File: src/core/srec_pkg.sv
// Purpose: Shared constants, types and helpers of the readout and exposure control
// Assumes: 16-bit registers, one aligned word per register index
// Notes:   Byte address of a register is four times its index

package srec_pkg;

    // ------------------------------------------------------------
    // Register indices and byte addresses
    // ------------------------------------------------------------
    localparam logic [7:0]  IDX_CTRL   = 8'h07;
    localparam logic [7:0]  IDX_KNEE1  = 8'h08;
    localparam logic [7:0]  IDX_KNEE2  = 8'h09;
    localparam logic [7:0]  IDX_RATIO  = 8'h0A;
    localparam logic [7:0]  IDX_TOTAL  = 8'h0B;
    localparam logic [7:0]  IDX_HDR    = 8'h0F;
    localparam logic [7:0]  IDX_STATUS = 8'h10;

    localparam logic [7:0]  ADDR_CTRL   = {IDX_CTRL[5:0], 2'b00};
    localparam logic [7:0]  ADDR_KNEE1  = {IDX_KNEE1[5:0], 2'b00};
    localparam logic [7:0]  ADDR_KNEE2  = {IDX_KNEE2[5:0], 2'b00};
    localparam logic [7:0]  ADDR_RATIO  = {IDX_RATIO[5:0], 2'b00};
    localparam logic [7:0]  ADDR_TOTAL  = {IDX_TOTAL[5:0], 2'b00};
    localparam logic [7:0]  ADDR_HDR    = {IDX_HDR[5:0], 2'b00};
    localparam logic [7:0]  ADDR_STATUS = {IDX_STATUS[5:0], 2'b00};

    // ------------------------------------------------------------
    // Reset values and writable masks
    // ------------------------------------------------------------
    localparam logic [15:0] RST_CTRL  = 16'h0188;
    localparam logic [15:0] RST_KNEE1 = 16'h01BB;
    localparam logic [15:0] RST_KNEE2 = 16'h01D9;
    localparam logic [15:0] RST_RATIO = 16'h0164;
    localparam logic [15:0] RST_TOTAL = 16'h01E0;
    localparam logic [15:0] RST_HDR   = 16'h0000;

    localparam logic [15:0] MSK_CTRL  = 16'h01FF;
    localparam logic [15:0] MSK_ROW   = 16'h7FFF;
    localparam logic [15:0] MSK_RATIO = 16'h03FF;
    localparam logic [15:0] MSK_HDR   = 16'h0040;

    // Field positions
    localparam int unsigned HDR_EN_BIT = 6;
    localparam int unsigned AUTO_BIT   = 8;

    // ------------------------------------------------------------
    // Encodings
    // ------------------------------------------------------------
    localparam logic [2:0]  SCAN_PROG   = 3'h0;
    localparam logic [2:0]  SCAN_TWO    = 3'h2;
    localparam logic [2:0]  SCAN_ONE    = 3'h3;
    localparam logic [4:0]  MULT_SOLO   = 5'h0C;
    localparam logic [4:0]  MULT_STEREO = 5'h12;
    localparam logic [2:0]  DARK_ROWS   = 3'h4;

    typedef struct packed {
        logic [6:0] rsvd;
        logic       simul;
        logic       par_oe;
        logic       stereo_slave;
        logic       stereo;
        logic       snapshot;
        logic       master;
        logic [2:0] scan;
    } srec_ctrl_s;

    typedef struct packed {
        logic [14:0] t1;
        logic [14:0] t2;
        logic [14:0] t3;
    } srec_knee_s;

    typedef enum logic [1:0] {EX_IDLE, EX_RUN}                   srec_ex_e;
    typedef enum logic [1:0] {RD_IDLE, RD_DARK, RD_ACT, RD_BLANK} srec_rd_e;

    function automatic logic [14:0] sat_sub(input logic [14:0] a, input logic [14:0] b);
        return (a > b) ? (a - b) : 15'h0000;
    endfunction

endpackage

File: src/core/srec_core.sv
// Purpose: Scan, exposure and readout sequencing with its control registers
// Assumes: Pixel data arrive on pixel_i in step with the active rows
// Notes:   Row timing is one shared row tick; readout and free-running exposure starts align to it

`timescale 1ns/1ns

module srec_core
    import srec_pkg::*;
#(
    parameter int unsigned ROW_CYCLES  = 846,
    parameter int unsigned ACTIVE_ROWS = 480,
    parameter int unsigned VBLANK_ROWS = 45,
    parameter logic [8:0]  ROW_START   = 9'h004
)(
    input  wire logic        ref_clk_i,
    input  wire logic        arst_n_i,
    input  wire logic [7:0]  addr_i,
    input  wire logic [15:0] wdata_i,
    input  wire logic        wr_i,
    input  wire logic        rd_i,
    output logic      [15:0] rdata_o,
    input  wire logic        trig_i,
    input  wire logic [9:0]  pixel_i,
    output logic      [9:0]  pix_o,
    output logic             pix_oe_n_o,
    output logic      [8:0]  row_addr_o,
    output logic             frame_start_o,
    output logic             frame_valid_o,
    output logic             exposing_o,
    output logic      [1:0]  knee_phase_o,
    output logic      [4:0]  pll_mult_o,
    output logic             stereo_slave_o
);

    // ------------------------------------------------------------
    // Register file
    // ------------------------------------------------------------
    logic [15:0] ctrl_ff, knee1_ff, knee2_ff, ratio_ff, total_ff, hdr_ff, rdata_ff;
    srec_ctrl_s  sh_ff;
    logic [15:0] status;

    wire logic wr_ctrl  = wr_i && addr_i == ADDR_CTRL;
    wire logic wr_knee1 = wr_i && addr_i == ADDR_KNEE1;
    wire logic wr_knee2 = wr_i && addr_i == ADDR_KNEE2;
    wire logic wr_ratio = wr_i && addr_i == ADDR_RATIO;
    wire logic wr_total = wr_i && addr_i == ADDR_TOTAL;
    wire logic wr_hdr   = wr_i && addr_i == ADDR_HDR;

    wire logic [15:0] rd_mux =
        (addr_i == ADDR_CTRL)   ? ctrl_ff  :
        (addr_i == ADDR_KNEE1)  ? knee1_ff :
        (addr_i == ADDR_KNEE2)  ? knee2_ff :
        (addr_i == ADDR_RATIO)  ? ratio_ff :
        (addr_i == ADDR_TOTAL)  ? total_ff :
        (addr_i == ADDR_HDR)    ? hdr_ff   :
        (addr_i == ADDR_STATUS) ? status   : 16'h0000;

    always_ff @(posedge ref_clk_i or negedge arst_n_i) begin
        if (!arst_n_i) begin
            ctrl_ff  <= RST_CTRL;
            knee1_ff <= RST_KNEE1;
            knee2_ff <= RST_KNEE2;
            ratio_ff <= RST_RATIO;
            total_ff <= RST_TOTAL;
            hdr_ff   <= RST_HDR;
        end else begin
            if (wr_ctrl)  ctrl_ff  <= wdata_i & MSK_CTRL;
            if (wr_knee1) knee1_ff <= wdata_i & MSK_ROW;
            if (wr_knee2) knee2_ff <= wdata_i & MSK_ROW;
            if (wr_ratio) ratio_ff <= wdata_i & MSK_RATIO;
            if (wr_total) total_ff <= wdata_i & MSK_ROW;
            if (wr_hdr)   hdr_ff   <= wdata_i & MSK_HDR;
        end
    end

    // Read data only in the cycle after the strobe
    always_ff @(posedge ref_clk_i or negedge arst_n_i) begin
        if (!arst_n_i) rdata_ff <= 16'h0000;
        else           rdata_ff <= rd_i ? rd_mux : 16'h0000;
    end
    assign rdata_o = rdata_ff;

    // ------------------------------------------------------------
    // Row tick and trigger
    // ------------------------------------------------------------
    logic [15:0] row_cyc_ff;
    logic        trig_d_ff, trig_pend_ff;
    wire  logic  row_tick  = row_cyc_ff == 16'(ROW_CYCLES - 1);
    wire  logic  trig_rise = trig_i && !trig_d_ff;
    wire  logic  trig_fall = !trig_i && trig_d_ff;

    always_ff @(posedge ref_clk_i or negedge arst_n_i) begin
        if (!arst_n_i) row_cyc_ff <= 16'h0000;
        else           row_cyc_ff <= row_tick ? 16'h0000 : row_cyc_ff + 16'h0001;
    end

    // ------------------------------------------------------------
    // Exposure engine
    // ------------------------------------------------------------
    srec_ex_e    ex_ff;
    srec_rd_e    rd_ff;
    logic [14:0] ex_row_ff, ex_total_ff;
    logic        ex_ready_ff;
    srec_knee_s  knee;

    wire logic rd_idle  = rd_ff == RD_IDLE;
    wire logic ex_idle  = ex_ff == EX_IDLE;
    // Free-running only in master mode without snapshot
    wire logic free_run = sh_ff.master && !sh_ff.snapshot;
    wire logic slot_ok  = ex_idle && !ex_ready_ff && (sh_ff.simul || rd_idle);
    wire logic ex_start = slot_ok && (free_run ? row_tick : trig_pend_ff);
    wire logic [14:0] tot_eff = (total_ff == 15'h0000) ? 15'h0001 : total_ff[14:0];
    wire logic ex_end_m = ex_ff == EX_RUN && sh_ff.master && row_tick
                          && ex_row_ff == ex_total_ff - 15'h0001;
    // Slave exposure lasts while the trigger stays high
    wire logic ex_end_s = ex_ff == EX_RUN && !sh_ff.master && trig_fall;
    wire logic ex_end   = ex_end_m || ex_end_s;
    wire logic rd_start = rd_idle && ex_ready_ff && row_tick;

    always_ff @(posedge ref_clk_i or negedge arst_n_i) begin
        if (!arst_n_i) begin
            trig_d_ff    <= 1'b0;
            trig_pend_ff <= 1'b0;
        end else begin
            trig_d_ff    <= trig_i;
            // A pulse that lands on the consuming cycle is kept
            trig_pend_ff <= trig_rise || (trig_pend_ff && !ex_start);
        end
    end

    always_ff @(posedge ref_clk_i or negedge arst_n_i) begin
        if (!arst_n_i) begin
            ex_ff       <= EX_IDLE;
            ex_row_ff   <= 15'h0000;
            ex_total_ff <= 15'h0001;
            ex_ready_ff <= 1'b0;
        end else begin
            ex_ready_ff <= ex_end || (ex_ready_ff && !rd_start);
            case (ex_ff)
                EX_IDLE: begin
                    if (ex_start) begin
                        ex_ff       <= EX_RUN;
                        ex_row_ff   <= 15'h0000;
                        ex_total_ff <= tot_eff;
                    end
                end
                EX_RUN: begin
                    if (ex_end) ex_ff <= EX_IDLE;
                    else if (row_tick) ex_row_ff <= ex_row_ff + 15'h0001;
                end
                default: ex_ff <= EX_IDLE;
            endcase
        end
    end

    srec_knee_calc u_knee (
        .ref_clk_i (ref_clk_i),
        .arst_n_i  (arst_n_i),
        .load_i    (ex_start),
        .hdr_i     (hdr_ff[HDR_EN_BIT]),
        .auto_i    (ratio_ff[AUTO_BIT]),
        .sw1_i     (knee1_ff[14:0]),
        .sw2_i     (knee2_ff[14:0]),
        .total_i   (tot_eff),
        .r2_i      (ratio_ff[3:0]),
        .r3_i      (ratio_ff[7:4]),
        .knee_o    (knee)
    );

    wire logic [15:0] knee12 = {1'b0, knee.t1} + {1'b0, knee.t2};
    assign knee_phase_o = (ex_ff != EX_RUN || !hdr_ff[HDR_EN_BIT]) ? 2'h0 :
                          ({1'b0, ex_row_ff} < {1'b0, knee.t1}) ? 2'h1 :
                          ({1'b0, ex_row_ff} < knee12)          ? 2'h2 : 2'h3;
    assign exposing_o   = ex_ff == EX_RUN;

    // ------------------------------------------------------------
    // Readout engine
    // ------------------------------------------------------------
    logic [8:0]  idx_ff;
    logic [15:0] rd_row_ff;
    logic        field_ff, fs_ff;
    wire  logic  sh_load  = rd_start || (rd_idle && ex_idle && !ex_ready_ff);
    wire  logic  two_fld  = sh_ff.scan == SCAN_TWO;
    wire  logic  one_fld  = sh_ff.scan == SCAN_ONE;
    wire  logic  step2    = two_fld || one_fld;
    wire  logic [9:0] idx_nx = {1'b0, idx_ff} + (step2 ? 10'h002 : 10'h001);
    wire  logic  fld_end  = idx_nx >= 10'(ACTIVE_ROWS);
    // Scan value 1 is invalid and falls back to progressive order
    wire  logic  act_done = fld_end && !(two_fld && !field_ff);

    always_ff @(posedge ref_clk_i or negedge arst_n_i) begin
        if (!arst_n_i) begin
            sh_ff <= srec_ctrl_s'(RST_CTRL);
        end else if (sh_load) begin
            sh_ff <= srec_ctrl_s'(ctrl_ff);
        end
    end

    always_ff @(posedge ref_clk_i or negedge arst_n_i) begin
        if (!arst_n_i) begin
            rd_ff     <= RD_IDLE;
            rd_row_ff <= 16'h0000;
            idx_ff    <= 9'h000;
            field_ff  <= 1'b0;
            fs_ff     <= 1'b0;
        end else begin
            fs_ff <= rd_start;
            case (rd_ff)
                RD_IDLE: begin
                    if (rd_start) begin
                        rd_ff     <= RD_DARK;
                        rd_row_ff <= 16'h0000;
                    end
                end
                RD_DARK: begin
                    if (row_tick) begin
                        rd_row_ff <= rd_row_ff + 16'h0001;
                        if (rd_row_ff == 16'(DARK_ROWS - 3'h1)) begin
                            rd_ff    <= RD_ACT;
                            idx_ff   <= 9'h000;
                            field_ff <= 1'b0;
                        end
                    end
                end
                RD_ACT: begin
                    if (row_tick) begin
                        if (act_done) begin
                            rd_ff     <= RD_BLANK;
                            rd_row_ff <= 16'h0000;
                        end else if (fld_end) begin
                            idx_ff   <= 9'h001;
                            field_ff <= 1'b1;
                        end else begin
                            idx_ff <= idx_nx[8:0];
                        end
                    end
                end
                RD_BLANK: begin
                    if (row_tick) begin
                        rd_row_ff <= rd_row_ff + 16'h0001;
                        if (rd_row_ff >= 16'(VBLANK_ROWS - 1)) rd_ff <= RD_IDLE;
                    end
                end
                default: rd_ff <= RD_IDLE;
            endcase
        end
    end

    assign frame_start_o = fs_ff;
    assign frame_valid_o = rd_ff == RD_ACT;
    assign row_addr_o    = ROW_START + idx_ff;

    // ------------------------------------------------------------
    // Pixel outputs and clocking mode
    // ------------------------------------------------------------
    logic [9:0] pix_ff;
    logic [4:0] mult_ff;
    always_ff @(posedge ref_clk_i or negedge arst_n_i) begin
        if (!arst_n_i) begin
            pix_ff  <= 10'h000;
            mult_ff <= MULT_SOLO;
        end else begin
            pix_ff  <= frame_valid_o ? pixel_i : 10'h000;
            mult_ff <= sh_ff.stereo ? MULT_STEREO : MULT_SOLO;
        end
    end
    assign pix_o          = pix_ff;
    assign pix_oe_n_o     = !sh_ff.par_oe;
    assign pll_mult_o     = mult_ff;
    // Role only meaningful with stereo on
    assign stereo_slave_o = sh_ff.stereo && sh_ff.stereo_slave;

    assign status = {9'h000, ex_ready_ff, exposing_o, frame_valid_o, ~rd_idle,
                     field_ff, knee_phase_o};

    // ------------------------------------------------------------
    // Checks
    // ------------------------------------------------------------
    a_prog_step: assert property (@(posedge ref_clk_i) disable iff (!arst_n_i)
        rd_ff == RD_ACT && row_tick && sh_ff.scan == SCAN_PROG && !fld_end
        |=> row_addr_o == $past(row_addr_o) + 9'h001)
        else $error("progressive row step wrong");

    a_single_parity: assert property (@(posedge ref_clk_i) disable iff (!arst_n_i)
        frame_valid_o && sh_ff.scan == SCAN_ONE |-> row_addr_o[0] == ROW_START[0])
        else $error("single field parity wrong");

    a_slave_trig: assert property (@(posedge ref_clk_i) disable iff (!arst_n_i)
        ex_start && !sh_ff.master |-> trig_pend_ff)
        else $error("slave exposure started without trigger");

    a_snap_trig: assert property (@(posedge ref_clk_i) disable iff (!arst_n_i)
        ex_start && sh_ff.snapshot && !trig_rise |=> exposing_o && !trig_pend_ff)
        else $error("snapshot start misbehaved");

    a_pll_mult: assert property (@(posedge ref_clk_i) disable iff (!arst_n_i)
        $rose(sh_ff.stereo) |=> pll_mult_o == MULT_STEREO)
        else $error("clock multiplier wrong");

    a_pix_float: assert property (@(posedge ref_clk_i) disable iff (!arst_n_i)
        !ctrl_ff[7] && sh_load |=> pix_oe_n_o)
        else $error("pixel outputs not floated");

    a_seq_order: assert property (@(posedge ref_clk_i) disable iff (!arst_n_i)
        ex_start && !sh_ff.simul |-> rd_idle)
        else $error("sequential exposure overlapped readout");

    a_seq_overlap: assert property (@(posedge ref_clk_i) disable iff (!arst_n_i)
        frame_valid_o && !sh_ff.simul |-> !exposing_o)
        else $error("sequential readout overlapped exposure");

    a_shadow_load: assert property (@(posedge ref_clk_i) disable iff (!arst_n_i)
        sh_ff != $past(sh_ff) |-> $past(sh_load))
        else $error("shadow changed outside frame start");

    a_rsvd_zero: assert property (@(posedge ref_clk_i) disable iff (!arst_n_i)
        rd_i && addr_i == ADDR_CTRL |=> rdata_o[15:9] == 7'h00)
        else $error("undefined control bits not zero");

    c_two_field: cover property (@(posedge ref_clk_i) disable iff (!arst_n_i)
        rd_ff == RD_ACT && two_fld && fld_end && !field_ff && row_tick);
    c_snapshot: cover property (@(posedge ref_clk_i) disable iff (!arst_n_i)
        ex_start && sh_ff.snapshot);
    c_overlap: cover property (@(posedge ref_clk_i) disable iff (!arst_n_i)
        exposing_o && frame_valid_o);

endmodule

File: src/core/srec_knee_calc.sv
// Purpose: Knee interval calculator, latched once per exposure start
// Assumes: load_i is a one-cycle pulse at exposure start
// Notes:   Differences saturate at zero when widths are out of order

`timescale 1ns/1ns

module srec_knee_calc
    import srec_pkg::*;
(
    input  wire logic        ref_clk_i,
    input  wire logic        arst_n_i,
    input  wire logic        load_i,
    input  wire logic        hdr_i,
    input  wire logic        auto_i,
    input  wire logic [14:0] sw1_i,
    input  wire logic [14:0] sw2_i,
    input  wire logic [14:0] total_i,
    input  wire logic [3:0]  r2_i,
    input  wire logic [3:0]  r3_i,
    output srec_knee_s       knee_o
);

    // ------------------------------------------------------------
    // Interval selection
    // ------------------------------------------------------------
    wire logic [14:0] auto_t2  = total_i >> r2_i;
    wire logic [14:0] auto_t3  = total_i >> r3_i;
    wire logic [14:0] auto_t1  = sat_sub(sat_sub(total_i, auto_t2), auto_t3);
    wire logic [14:0] man_t2   = sat_sub(sw2_i, sw1_i);
    wire logic [14:0] man_t3   = sat_sub(total_i, sw2_i);

    srec_knee_s nxt_knee;
    assign nxt_knee = !hdr_i ? '{t1: total_i, t2: 15'h0000, t3: 15'h0000} :
                      auto_i ? '{t1: auto_t1, t2: auto_t2, t3: auto_t3} :
                               '{t1: sw1_i, t2: man_t2, t3: man_t3};

    srec_knee_s knee_ff;
    always_ff @(posedge ref_clk_i or negedge arst_n_i) begin
        if (!arst_n_i) begin
            knee_ff <= '0;
        end else if (load_i) begin
            knee_ff <= nxt_knee;
        end
    end
    assign knee_o = knee_ff;

    // ------------------------------------------------------------
    // Checks
    // ------------------------------------------------------------
    a_auto_second: assert property (@(posedge ref_clk_i) disable iff (!arst_n_i)
        load_i && hdr_i && auto_i |=> knee_o.t2 == ($past(total_i) >> $past(r2_i)))
        else $error("auto second interval wrong");

    a_manual_knee: assert property (@(posedge ref_clk_i) disable iff (!arst_n_i)
        load_i && hdr_i && !auto_i && sw2_i > sw1_i
        |=> knee_o.t1 == $past(sw1_i) && knee_o.t2 == $past(sw2_i) - $past(sw1_i))
        else $error("manual knee intervals wrong");

endmodule

File: config.mk
export PLATFORM = sky130hd
export DESIGN_NAME = srec_core
export DESIGN_NICKNAME = d
export VERILOG_FILES = /design/src/core/srec_pkg.sv /design/src/core/srec_core.sv /design/src/core/srec_knee_calc.sv
export SDC_FILE = /design/constraint.sdc
export NUM_CORES = 1
export LEC_CHECK = 0
export ABC_AREA = 0
export BUFFER_PORTS_ARGS = -buffer_cell sky130_fd_sc_hd__buf_4
export CORE_ASPECT_RATIO = 1.4
export CORE_MARGIN = 10
export CORE_UTILIZATION = 57
export DETAILED_ROUTE_END_ITERATION = 12
export PLACE_DENSITY_LB_ADDON = 0.2
export REMOVE_ABC_BUFFERS = 1
export SKIP_CTS_REPAIR_TIMING = 1
export SYNTH_ARGS = -nofsm -noshare
export SYNTH_HDL_FRONTEND = slang
export SYNTH_HIERARCHICAL = 1
export SYNTH_SLANG_ARGS = --single-unit
File: constraint.sdc
create_clock -name ref_clk_i -period 10.4 [get_ports ref_clk_i]
set_input_delay 1.56 -clock ref_clk_i [delete_from_list [all_inputs] [get_ports ref_clk_i]]
set_output_delay 1.56 -clock ref_clk_i [all_outputs]
set_load 0.01 [all_outputs]
==> results.yml <==
timing:
  finClkSkew_ns: 0.01253
  maxSlewViolCount: 0
  setup_viol: 0
  max_freq_mhz: 142.1
  fin_crit_sh: 0.6766
  worst_pin_slew_ns: 1.148
  holdWs_ns: 0.4353
  rsz0062_at_grt: "false"
  slew_headroom: 0.2266
  hold_violations: 0
  setup-tns-final_ns: 0
  min_period_ns: 7.037
cells_and_area:
  antenna_cells: 0
  nNetsFinal: 1837
  area_delta_synth_final_pct: 9.522
  drive_gt1_frac: 0.1727
  utilization: 0.6348
  nFillCells: 2226
clocking:
  clkLatencyLatePin_ns: 0.54
  clock-sinks: 210
  cts_tree: "done"
  clk_path_buf_depth: 3
  cts_buffers: 23
  htree_levels: 1
  clk_pin_slew_ns: 0.06
  cts-root-buf: "clkbuf_16"
power:
  leakage_nw: 7.649
  power.total_mw: 2.534
  power.density_nw_per_um2: 151.9
  peakVddDrop_mv: 0.1679
floorplan:
  ioPinCount: 86
  start_util: 0.5796
  core_sq_um: 26280
  die_area_sq_um: 33750
  row_count: 70
  fp.dieH_microns: 213.4
  die-width_microns: 158.1
status:
  status: "completed"
global_routing:
  grt_max_degree: 130
  grt_pass1_vias: 12963
  grt_pass1_wl_mm: 68.85
  antenna_found_initial: 0
  grt-ovfl-total: 0
  grt_use_total: 0.2555
worst_setup_path:
  critical_path_required_ns: 10.85
  worst_ep_arrival_time_ns: 7.48
  startpoint_type: "flip-flop"
  end_kind: "flip-flop"
  path_max_fanout: 20
  critical_path_class: "reg -> reg"
routing:
  wl_per_cell_microns: 21.18
  vias: 12832
  final_antenna_net_count: 0
  drc_errors: 0
  wirelength_mm: 43.04
  drtPass1Iterations: 5
  viasPerCell: 6.315
  drtIter0Drc: 896
placed_design:
  io_buffers: 82
  gp_congestion: 0.9914
  hpwl_mm: 32.39
min_path:
  hp-class: "reg -> reg"
synthesis:
  synth.avg_cell_area_sq_um: 9.152
  synth_cells: 1664
  syn-cell-area_sq_um: 15230
  yosys_warnings: 6
run:
  cap_violations: 0
## final cells by class
cell class	instances	area, sq um	share of cell area
inverters	84	315.3	0.01890
multi-input cells	1281	9234	0.5536
clock buffers	34	626.9	0.03758
repair buffers	91	689.4	0.04133
flip-flops and latches	210	5291	0.3172
well taps	324	405.4	0.02430
clock inverters	8	117.6	0.007051
## worst max-delay path, cell delays in order (launching register included)
cell and delay, ns:
dfrtp_1 0.81, inv_1 0.24, a211oi_1 0.23, a21oi_1 0.10
nand2_1 0.08, o21ai_0 0.07, o21ai_0 0.55, ha_1 0.37
nor2b_1 0.13, o21ai_1 0.16, a21oi_1 0.12, or4_4 0.46
a311oi_2 0.34, o31ai_1 0.21, o41ai_2 0.08, buf_4 0.25
nor2_1 0.09, ha_1 0.29, nor2b_1 0.21, o2111a_1 0.25
a2111oi_4 0.08, o41ai_4 0.41, nand3_1 0.14, a21oi_2 0.72
a221oi_1 0.30, a211oi_1 0.23
## power by group
group	switching, mW	internal [mW]
Combinational	0.520	0.328
Clock	0.344	0.474
Sequential	0.0340	0.834
Total	0.899	1.64
## worst paths after layout
check	end	depth (start not counted)	start	slack, ns
setup reg to reg	u_knee/knee_o[44]	25	ratio_ff[1]	3.36
max in group asynchronous	knee1_ff[14]	2	arst_n_i	7.66
hold reg to reg	pll_mult_o[1]	0	sh_ff[5]	0.44
setup / recovery	u_knee/knee_o[44]	25	ratio_ff[1]	3.36
min in group asynchronous	pix_o[0]	1	arst_n_i	1.14
hold / removal	pll_mult_o[1]	0	sh_ff[5]	0.44
## sequential cells by signal (all words and copies together) (netlist names), 2 cells and up
register	count
u_knee/knee_o	30
rd_row_ff	16
row_cyc_ff	16
ex_row_ff	15
ex_total_ff	15
knee1_ff	15
knee2_ff	15
rdata_o	15
total_ff	15
pix_o	10
ratio_ff	10
ctrl_ff	9
idx_ff	9
sh_ff	9
pll_mult_o	2
rd_ff	2
## stage by stage
stage | worst slack [ns] | area (sq um) | cells
after floorplan | 4.395 | 14830 | 1575
after global placement | 3.643 | 15940 | 1990
after detailed placement | 3.505 | 15940 | 1990
after CTS | 3.468 | 16680 | 2032
after global routing | 2.940 | 16680 | 2032
final | 3.363 | 16680 | 2032
## per-layer routing
| layer | global-route usage | wire length [microns] | vias to the layer above |
|---|---|---|---|
| li1 | - | - | 6059 |
| met1 | 0.2868 | 16130 | 6190 |
| met2 | 0.4404 | 21610 | 438 |
| met3 | 0.02948 | 2081 | 145 |
| met4 | 0.1832 | 3222 | 0 |
| met5 | 0 | 0 | - |
## cell usage in the layout, fill, tap and decap left out, types with 25 or more instances in the layout
cell type  instances
ha_1             102
nor2_1           140
a21oi_1           96
mux2_2            76
mux2i_1           47
nand2_1          163
a21o_1            29
nor3_1            42
dfrtp_1          181
xor2_1            40
dfstp_2           29
inv_1             83
nor2b_1           25
nand3_1           33
buf_4             90
xnor2_1           43
o21ai_0           98
Note: power is estimated with default switching activity, not from simulation.
